==> src/shared/cmh_consts.vh <==
// Constants for the CAN mode handshake and bit timing block
`ifndef CMH_CONSTS_VH
`define CMH_CONSTS_VH
// Register indices (byte address = 4 * index)
`define CMH_IDX_CTL0 8'h00
`define CMH_IDX_CTL1 8'h01
`define CMH_IDX_BTR0 8'h02
`define CMH_IDX_BTR1 8'h03
`define CMH_IDX_IDAC 8'h0B
`define CMH_IDX_IDAR 8'h10
`define CMH_IDX_IDMR 8'h18
`define CMH_IDX_TQSTAT 8'h30
// Control 0 fields (request bits)
`define CMH_CTL0_INIT_REQUEST 0
`define CMH_CTL0_SLEEP_REQUEST 1
// Control 1 fields
`define CMH_CTL1_INIT_ACK 0
`define CMH_CTL1_SLEEP_ACK 1
`define CMH_CTL1_WAKEUP_ENABLE 2
// Bus timing 0 fields
`define CMH_SJW_HI 7
`define CMH_SJW_LO 6
`define CMH_BRP_HI 5
`define CMH_BRP_LO 0
// Reset values
`define CMH_RST_BTR0 8'h00
`define CMH_RST_CTL1 8'h00
`define CMH_RST_BYTE 8'h00
// Cycles of bus silence before sleep is entered
`define CMH_IDLE_CYCLES 4'hB
// AXI responses
`define CMH_RESP_OKAY 2'b00
`define CMH_RESP_SLVERR 2'b10
`endif

==> src/hw/cmh_top.v <==
// CAN mode handshake, protected configuration and time-quantum generator
//
// Function
// - Sleep ack reads 0 when running and 1 once sleep is really entered.
// - Sleep is active only while sleep request and sleep ack are both 1.
// - While asleep with wakeup enabled, bus activity clears sleep ack.
// - Init ack reads 0 when running and 1 once init mode is entered.
// - Init mode is active only while init request and init ack are both 1.
// - Bus timing 0 sits at offset 0x0002, reads anytime and resets to zero.
// - Bus timing 0 writes take effect only while init request and ack are both 1.
// - Bits 7-6 of bus timing 0 set the resynchronization jump width.
// - Jump width codes 00..11 mean one to four time quanta.
// - Bits 5-0 of bus timing 0 hold the time-quantum prescaler.
//
// Decided for this implementation: the AXI4-Lite slave port.
`timescale 1ns/1ps
`include "cmh_consts.vh"
module cmh_top #(
  parameter ADDR_W = 10
) (
  input wire aclk,
  input wire aresetn,
  input wire [ADDR_W-1:0] s_axi_awaddr,
  input wire s_axi_awvalid,
  output reg s_axi_awready,
  input wire [31:0] s_axi_wdata,
  input wire [3:0] s_axi_wstrb,
  input wire s_axi_wvalid,
  output reg s_axi_wready,
  output reg [1:0] s_axi_bresp,
  output reg s_axi_bvalid,
  input wire s_axi_bready,
  input wire [ADDR_W-1:0] s_axi_araddr,
  input wire s_axi_arvalid,
  output reg s_axi_arready,
  output reg [31:0] s_axi_rdata,
  output reg [1:0] s_axi_rresp,
  output reg s_axi_rvalid,
  input wire s_axi_rready,
  input wire can_rx,
  output reg tq_tick,
  output reg [2:0] sjw_tq,
  output reg init_mode,
  output reg sleep_mode
);

  // ----------------------------------------------------------------
  // Mode state machine
  // ----------------------------------------------------------------
  localparam ST_RUN = 2'd0;
  localparam ST_INIT = 2'd1;
  localparam ST_SLEEP = 2'd2;
  localparam ST_WOKE = 2'd3;
  // WOKE lasts one cycle and drops the pending sleep request

  reg [1:0] state_q;
  reg [1:0] state_d;
  reg init_request_q;
  reg sleep_request_q;
  reg wakeup_enable_q;
  reg [7:0] bus_timing_reg_0_q;
  reg [7:0] bus_timing_reg_1_q;
  reg [7:0] acceptance_control_q;
  reg [7:0] acceptance_code_regs_q [0:7];
  reg [7:0] acceptance_mask_regs_q [0:7];
  reg [3:0] idle_cnt_q;
  reg can_rx_q;
  reg [5:0] tq_cnt_q;

  wire init_ack = (state_q == ST_INIT);
  wire sleep_ack = (state_q == ST_SLEEP);
  wire init_active = init_request_q & init_ack;
  wire sleep_active = sleep_request_q & sleep_ack;
  wire bus_edge = (can_rx != can_rx_q);
  wire bus_idle = (idle_cnt_q == `CMH_IDLE_CYCLES);

  // ----------------------------------------------------------------
  // AXI4-Lite write channel
  // ----------------------------------------------------------------
  reg aw_held_q;
  reg w_held_q;
  reg [ADDR_W-1:0] awaddr_q;
  reg [31:0] wdata_q;
  reg [3:0] wstrb_q;

  wire aw_take = s_axi_awvalid & s_axi_awready;
  wire w_take = s_axi_wvalid & s_axi_wready;
  wire wr_go = aw_held_q & w_held_q & ~s_axi_bvalid;
  wire [7:0] wr_idx = awaddr_q[ADDR_W-1:2] > 8'hFF ? 8'hFF : awaddr_q[9:2];
  wire wr_byte = wstrb_q[0];
  wire [7:0] wr_val = wdata_q[7:0];
  reg wr_known;

  // Address decode for writes
  // Code registers sit at 0x10-0x17, mask registers at 0x18-0x1F
  always @* begin
    wr_known = 1'b0;
    case (wr_idx)
      `CMH_IDX_CTL0, `CMH_IDX_CTL1, `CMH_IDX_BTR0, `CMH_IDX_BTR1, `CMH_IDX_IDAC: wr_known = 1'b1;
      default: wr_known = ((wr_idx & 8'hF8) == `CMH_IDX_IDAR) || ((wr_idx & 8'hF8) == `CMH_IDX_IDMR);
    endcase
  end

  // Capture address and data in either order
  always @(posedge aclk) begin
    if (!aresetn) begin
      aw_held_q <= 1'b0;
      w_held_q <= 1'b0;
      awaddr_q <= {ADDR_W{1'b0}};
      wdata_q <= 32'h0000_0000;
      wstrb_q <= 4'h0;
      s_axi_awready <= 1'b0;
      s_axi_wready <= 1'b0;
      s_axi_bvalid <= 1'b0;
      s_axi_bresp <= `CMH_RESP_OKAY;
    end else begin
      // Each ready drops on its own take and while a response waits
      s_axi_awready <= ~aw_held_q & ~aw_take & ~s_axi_bvalid;
      s_axi_wready <= ~w_held_q & ~w_take & ~s_axi_bvalid;
      if (aw_take) begin
        aw_held_q <= 1'b1;
        awaddr_q <= s_axi_awaddr;
      end
      if (w_take) begin
        w_held_q <= 1'b1;
        wdata_q <= s_axi_wdata;
        wstrb_q <= s_axi_wstrb;
      end
      if (wr_go) begin
        aw_held_q <= 1'b0;
        w_held_q <= 1'b0;
        s_axi_bvalid <= 1'b1;
        s_axi_bresp <= wr_known ? `CMH_RESP_OKAY : `CMH_RESP_SLVERR;
      end else if (s_axi_bvalid && s_axi_bready) begin
        s_axi_bvalid <= 1'b0;
      end
    end
  end

  // ----------------------------------------------------------------
  // Register file
  // ----------------------------------------------------------------
  // Only byte lane 0 carries data; protected registers need init mode
  wire wr_en = wr_go & wr_byte;
  wire prot_ok = wr_en & init_active;

  reg init_request_d;
  reg sleep_request_d;

  // Next request bits, writable anytime; a host write wins over the wakeup clear
  always @* begin
    init_request_d = init_request_q;
    sleep_request_d = sleep_request_q;
    if (wr_en && wr_idx == `CMH_IDX_CTL0) begin
      init_request_d = wr_val[`CMH_CTL0_INIT_REQUEST];
      sleep_request_d = wr_val[`CMH_CTL0_SLEEP_REQUEST];
    end else if (state_q == ST_WOKE) begin
      sleep_request_d = 1'b0; // Wakeup drops the pending sleep request
    end
  end

  // Request bit flops; init request comes up set
  always @(posedge aclk) begin
    if (!aresetn) begin
      init_request_q <= 1'b1;
      sleep_request_q <= 1'b0;
    end else begin
      init_request_q <= init_request_d;
      sleep_request_q <= sleep_request_d;
    end
  end

  // Protected configuration, ignored outside init mode
  integer i;
  always @(posedge aclk) begin
    if (!aresetn) begin
      wakeup_enable_q <= 1'b0;
      bus_timing_reg_0_q <= `CMH_RST_BTR0;
      bus_timing_reg_1_q <= `CMH_RST_BYTE;
      acceptance_control_q <= `CMH_RST_BYTE;
      for (i = 0; i < 8; i = i + 1) begin
        acceptance_code_regs_q[i] <= `CMH_RST_BYTE;
        acceptance_mask_regs_q[i] <= `CMH_RST_BYTE;
      end
    end else if (prot_ok) begin
      case (wr_idx)
        `CMH_IDX_CTL1: wakeup_enable_q <= wr_val[`CMH_CTL1_WAKEUP_ENABLE];
        `CMH_IDX_BTR0: bus_timing_reg_0_q <= wr_val;
        `CMH_IDX_BTR1: bus_timing_reg_1_q <= wr_val;
        `CMH_IDX_IDAC: acceptance_control_q <= wr_val;
        default: begin
          if ((wr_idx & 8'hF8) == `CMH_IDX_IDAR) begin
            acceptance_code_regs_q[wr_idx[2:0]] <= wr_val;
          end
          if ((wr_idx & 8'hF8) == `CMH_IDX_IDMR) begin
            acceptance_mask_regs_q[wr_idx[2:0]] <= wr_val;
          end
        end
      endcase
    end
  end

  // ----------------------------------------------------------------
  // Mode handshake
  // ----------------------------------------------------------------
  // Bus activity watch: any edge resets idle timer
  // Held level starts recessive so reset gives no false edge
  always @(posedge aclk) begin
    if (!aresetn) begin
      can_rx_q <= 1'b1;
      idle_cnt_q <= 4'h0;
    end else begin
      can_rx_q <= can_rx;
      if (bus_edge) begin
        idle_cnt_q <= 4'h0;
      end else if (!bus_idle) begin
        idle_cnt_q <= idle_cnt_q + 4'h1;
      end
    end
  end

  // Next mode; init request wins over sleep
  always @* begin
    state_d = state_q;
    case (state_q)
      ST_RUN: begin
        if (init_request_q) begin
          state_d = ST_INIT;
        end else if (sleep_request_q && bus_idle) begin
          state_d = ST_SLEEP;
        end
      end
      ST_INIT: begin
        if (!init_request_q) begin
          state_d = ST_RUN;
        end
      end
      ST_SLEEP: begin
        if (init_request_q) begin
          state_d = ST_INIT;
        end else if (!sleep_request_q) begin
          state_d = ST_RUN;
        end else if (wakeup_enable_q && bus_edge) begin
          state_d = ST_WOKE;
        end
      end
      ST_WOKE: state_d = ST_RUN;
      default: state_d = ST_RUN;
    endcase
  end

  // Mode register
  always @(posedge aclk) begin
    if (!aresetn) begin
      state_q <= ST_RUN;
    end else begin
      state_q <= state_d;
    end
  end

  // ----------------------------------------------------------------
  // Time-quantum divider and jump width
  // ----------------------------------------------------------------
  // Field views of bus timing 0
  wire [5:0] tq_prescaler = bus_timing_reg_0_q[`CMH_BRP_HI:`CMH_BRP_LO];
  wire [1:0] sync_jump_width = bus_timing_reg_0_q[`CMH_SJW_HI:`CMH_SJW_LO];

  // Tick every prescaler+1 source cycles; halted in init and sleep.
  // Mode levels and tick follow the next state, so a tick never
  // shares a cycle with a freshly raised init or sleep level.
  always @(posedge aclk) begin
    if (!aresetn) begin
      tq_cnt_q <= 6'h00;
      tq_tick <= 1'b0;
      sjw_tq <= 3'h1;
      init_mode <= 1'b0;
      sleep_mode <= 1'b0;
    end else begin
      init_mode <= (state_d == ST_INIT) & init_request_d;
      sleep_mode <= (state_d == ST_SLEEP) & sleep_request_d;
      sjw_tq <= {1'b0, sync_jump_width} + 3'h1;
      if (state_d != ST_RUN || tq_cnt_q >= tq_prescaler) begin
        tq_cnt_q <= 6'h00;
        tq_tick <= (state_d == ST_RUN);
      end else begin
        tq_cnt_q <= tq_cnt_q + 6'h01;
        tq_tick <= 1'b0;
      end
    end
  end

  // ----------------------------------------------------------------
  // AXI4-Lite read channel
  // ----------------------------------------------------------------
  wire [7:0] rd_idx = s_axi_araddr[ADDR_W-1:2] > 8'hFF ? 8'hFF : s_axi_araddr[9:2];
  reg [7:0] rd_val;
  reg rd_known;

  // Read mux; all registers readable anytime
  // Status index shows both mode levels and the live quantum count
  always @* begin
    rd_val = 8'h00;
    rd_known = 1'b1;
    case (rd_idx)
      `CMH_IDX_CTL0: rd_val = {6'h00, sleep_request_q, init_request_q};
      `CMH_IDX_CTL1: rd_val = {5'h00, wakeup_enable_q, sleep_ack, init_ack};
      `CMH_IDX_BTR0: rd_val = bus_timing_reg_0_q;
      `CMH_IDX_BTR1: rd_val = bus_timing_reg_1_q;
      `CMH_IDX_IDAC: rd_val = acceptance_control_q;
      `CMH_IDX_TQSTAT: rd_val = {init_active, sleep_active, tq_cnt_q};
      default: begin
        if ((rd_idx & 8'hF8) == `CMH_IDX_IDAR) begin
          rd_val = acceptance_code_regs_q[rd_idx[2:0]];
        end else if ((rd_idx & 8'hF8) == `CMH_IDX_IDMR) begin
          rd_val = acceptance_mask_regs_q[rd_idx[2:0]];
        end else begin
          rd_known = 1'b0;
        end
      end
    endcase
  end

  // Read answer; one read in flight, data stands until rready
  always @(posedge aclk) begin
    if (!aresetn) begin
      s_axi_arready <= 1'b0;
      s_axi_rvalid <= 1'b0;
      s_axi_rdata <= 32'h0000_0000;
      s_axi_rresp <= `CMH_RESP_OKAY;
    end else begin
      s_axi_arready <= ~s_axi_rvalid & ~(s_axi_arvalid & s_axi_arready);
      if (s_axi_arvalid && s_axi_arready) begin
        s_axi_rvalid <= 1'b1;
        s_axi_rdata <= {24'h00_0000, rd_val};
        s_axi_rresp <= rd_known ? `CMH_RESP_OKAY : `CMH_RESP_SLVERR;
      end else if (s_axi_rvalid && s_axi_rready) begin
        s_axi_rvalid <= 1'b0;
      end
    end
  end

endmodule

==> config.mk <==
export PLATFORM = sky130hd
export DESIGN_NAME = cmh_top
export DESIGN_NICKNAME = d
export VERILOG_FILES = /design/src/hw/cmh_top.v
export VERILOG_INCLUDE_DIRS = /design/src /design/src/shared
export SDC_FILE = /design/constraint.sdc
export NUM_CORES = 1
export LEC_CHECK = 0
export BUFFER_PORTS_ARGS = -buffer_cell sky130_fd_sc_hd__buf_2
export CAP_MARGIN = 5
export CORE_UTILIZATION = 55
export DETAILED_ROUTE_END_ITERATION = 16
export HOLD_SLACK_MARGIN = 0.15
export MAX_ROUTING_LAYER = met4
export PLACE_DENSITY = 0.76
export SYNTH_ARGS = -nofsm -noshare
export SYNTH_HDL_FRONTEND = slang
export SYNTH_SLANG_ARGS = --single-unit
==> constraint.sdc <==
create_clock -name aclk -period 3.2 [get_ports aclk]
set_input_delay 0.32 -clock aclk [delete_from_list [all_inputs] [get_ports aclk]]
set_output_delay 0.32 -clock aclk [all_outputs]
set_load 0.01 [all_outputs]
==> impl_metrics.env <==
export IMPL_startpoint_type="flop"
export IMPL_setup_viol=0
export IMPL_timing_final_crit_share_pct=89.22
export IMPL_hold_buffers=24
export IMPL_status="finished clean"
export IMPL_tritoncts="done"
export IMPL_fillers=1296
export IMPL_insertion_delay_ns=0.51
export IMPL_remaining_drc_errors=0
export IMPL_fin_area_mm2=0.01127
export IMPL_synth_distinct_cells=57
export IMPL_crit_fanout=9
export IMPL_firstDrtPassIters=5
export IMPL_p_leak_nw=4.245
export IMPL_finalClockSkew_ns=0.01641
export IMPL_via_per_inst=5.669
export IMPL_fin_setup_tns_ns=0
export IMPL_intPower_mw=4.691
export IMPL_numCtsBuffers=23
export IMPL_dp_hpwl_um=14310
export IMPL_power_switching_share_pct=22.32
export IMPL_critPathKind="reg2reg"
export IMPL_wirelength_um=22140
export IMPL_grt_ovfl_total=0
export IMPL_syn_area_mm2=0.009818
export IMPL_gp_congestion=0.8100
export IMPL_avgSynthCellArea_um2=11.87
export IMPL_reg2reg_from="s_axi_bvalid"
export IMPL_postCtsSetupRepairBufs=0
export IMPL_path_buf_inv=0
export IMPL_hold_viol_final=0
export IMPL_die_h_um=135.6
export IMPL_seqPwrFrac_pct=49.4
export IMPL_synth_flop_cell="edfxtp_1"
export IMPL_hold_path_depth=3
export IMPL_area_growth_pct=14.77
export IMPL_grt_pass1_wl_um=35290
export IMPL_clk_pin_slew_worst_paths_ns=0.06
export IMPL_crit_chain="nand4b_1 > nor4_2 > nand2_1 > nor4_4 > nand2b_1"
export IMPL_cap_violations=0
export IMPL_ctsResizeCount=0
export IMPL_fmax_mhz=350.3
export IMPL_start_util_pct=56.57
export IMPL_drive_above_1_share_pct=18.35
export IMPL_ir_drop_v=0.0003781
export IMPL_yosys_warnings=0
export IMPL_slowest_stage="nor4_2"
export IMPL_critPathTopFamily="simple AND/OR/NAND/NOR gates"
export IMPL_power_frac_comb_pct=6.2
export IMPL_p_sw_mw=1.348
export IMPL_rsz0062_at_grt="false"
export IMPL_slew_viol_final=0
export IMPL_io_buffers=53
export IMPL_wl_per_cell_um=19.32
export IMPL_antenna_cells=0
export IMPL_fin_util_pct=64.92
export IMPL_synth_seq_area_share_pct=55.46
export IMPL_antenna_found_initial=0
export IMPL_startpoint="s_axi_bvalid"
export IMPL_hp_class="in2reg"
export IMPL_period_minus_slack_ns=2.855
export IMPL_tightest_slew_ns=0.9553
export IMPL_reg2regPathDepth=5
export IMPL_cts_max_path_buffers=3
export IMPL_min_from="s_axi_awvalid"
export IMPL_arrival_ns=3.01
export IMPL_drt_iter0_drc=448
export IMPL_synth_top_area_cell="edfxtp_1"
export IMPL_postSynthCellCount=827
export IMPL_crit_path_end_kind="flop"
export IMPL_core_area_mm2=0.01736
export IMPL_synth_top_cell_area_share_pct=39.15
export IMPL_critPathMaxStageDelay_ns=0.53
export IMPL_worst_hold_path_endpoint="awaddr_q[8]"
export IMPL_dieArea_mm2=0.01839
export IMPL_pwr_share_clk_pct=44.3
export IMPL_synth_edf_count=128
export IMPL_r2r_end="acceptance_mask_regs_q[6][2]"
export IMPL_synthArstFlopShare_pct=0
export IMPL_max_slew_margin_pct=36.23
export IMPL_cts_root_buf="clkbuf_16"
export IMPL_rows=48
export IMPL_num_vias=6497
export IMPL_boundaryPins=111
export IMPL_power_density_mw_per_mm2=535.9
export IMPL_htree_num_levels=1
export IMPL_cp_required_ns=3.36
export IMPL_place_area_mm2=0.01024
export IMPL_grt_pass1_vias=6414
export IMPL_nNetsFinal=977
export IMPL_fp_dieW_um=135.6
export IMPL_detail_route_antenna_nets=0
export IMPL_grt_max_degree=52
export IMPL_synthTopCellsByArea="edfxtp_1, dfxtp_1, and2_1, mux4_2, mux2i_1"
export IMPL_grt_util_all_layers_pct=26.25
export IMPL_ys_ff_latch=208
export IMPL_numClockSinks=208
export IMPL_rrSetupSlack_ns=0.35
==> state kept, by name (all words and copies together) (netlist names), 2 cells and up <==
name	flops
bus_timing_reg_0_q	8
wdata_q	8
acceptance_mask_regs_q	64
sjw_tq	3
s_axi_rdata	8
tq_cnt_q	6
bus_timing_reg_1_q	8
state_q	2
idle_cnt_q	4
acceptance_code_regs_q	64
acceptance_control_q	8
awaddr_q	8
==> worst max path at each step <==
stage               slack [ns]  cells past startpoint                           end
floorplan                 0.61                      4  acceptance_mask_regs_q[5][0]
global placement          0.47                      5  acceptance_mask_regs_q[6][1]
detailed placement        0.42                      5  acceptance_mask_regs_q[6][5]
CTS                       0.38                      5  acceptance_mask_regs_q[6][2]
global route              0.11                      5  acceptance_mask_regs_q[6][2]
finish                    0.35                      5  acceptance_mask_regs_q[6][2]
==> layout make-up <==
type,count,area (um^2),area share [%]
Timing Repair Buffer,99,670.6,5.952
Sequential cell,208,5445,48.32
Inverter,18,67.56,0.5996
Clock buffer,29,658.1,5.841
Tap cell,225,281.5,2.498
Multi-Input combinational cell,554,4015,35.63
Clock inverter,13,130.1,1.155
==> tightest hold or removal path, delay by kind of cell <==
family / cells / cell delay [ns]
buffers and inverters: 1 / 0.15
AO/OA/AOI/OAI: 1 / 0.06
AND/OR/NAND/NOR: 1 / 0.10
==> Yosys cell counts, types with 2 or more instances <==
library cell / count
o22ai_1: 7
nor2b_1: 4
a211oi_1: 3
xnor2_1: 4
mux2i_1: 40
a21o_1: 2
o211ai_1: 7
nor2_1: 53
nor4b_1: 2
buf_1: 4
mux4_2: 31
nand2b_1: 17
nand4b_1: 2
and2_1: 132
o311ai_4: 2
nor3_4: 3
buf_2: 7
and3_1: 6
mux2_2: 4
nor4_1: 6
o21ai_0: 14
nor3_1: 5
nand2_1: 77
a21oi_1: 34
buf_4: 26
nand3b_1: 3
or3_1: 2
inv_1: 17
xor2_1: 3
nor4_2: 2
edfxtp_1: 128
a211o_1: 2
ha_1: 9
clkbuf_1: 34
nand4_1: 3
dfxtp_1: 80
nor4_4: 7
nand3_1: 21
a221oi_1: 6
==> layer usage <==
layer,wire length (um),vias up,global-route usage (%)
li1,-,3066,-
met1,9561,3186,35.08
met2,10800,221,41.87
met3,1442,24,3.891
met4,340,0,7.054
met5,0,-,-
==> cells in the final DEF (no fill, tap or decap), types with 5 or more instances in the layout <==
cell type and instances:
nand3_1 21, nor4_4 7, o22ai_1 7, dfxtp_1 80
clkbuf_8 6, nor3_1 5, and2_1 132, ha_1 9
o211ai_1 7, conb_1 26, buf_4 22, mux4_2 31
nand2_1 77, nor2_1 53, nand2b_1 17, o21ai_0 14
buf_2 53, and3_1 6, a21oi_1 34, clkbuf_16 23
dlygate4sd3_1 24, mux2i_1 40, nor4_1 6, edfxtp_1 128
inv_1 17, a221oi_1 6
==> logic make-up after synthesis <==
kind of cell	synth area share (%)
other	0.03819
AND/OR/NAND/NOR	20.57
AO/OA/AOI/OAI	5.913
flip-flops	55.46
buffers and inverters	4.600
XOR/XNOR	0.6245
multiplexers	11.65
adder cells (fa/ha/maj)	1.147
==> power by group through the flow <==
stage	sequential (mW)	clock [mW]	combinational [mW]
3_3_place_gp	3.04	0	0.347
2_1_floorplan	3.00	0	0.286
4_1_cts	2.99	2.71	0.376
6_report	2.99	2.68	0.376
3_5_place_dp	3.04	0	0.352
5_1_grt	3.00	2.82	0.406
==> per-stage QoR <==
step	total power, mW	hold slack, ns	worst slack (ns)	cells
2_1_floorplan	3.283	0.3876	0.6060	852
4_1_cts	6.073	0.1618	0.3809	1146
3_3_place_gp	3.384	0.4335	0.4667	1080
5_1_grt	6.226	0.1930	0.1126	1146
6_report	6.039	0.1848	0.3451	1146
3_5_place_dp	3.394	0.4423	0.4214	1080
(Power assumes the default switching activity.)
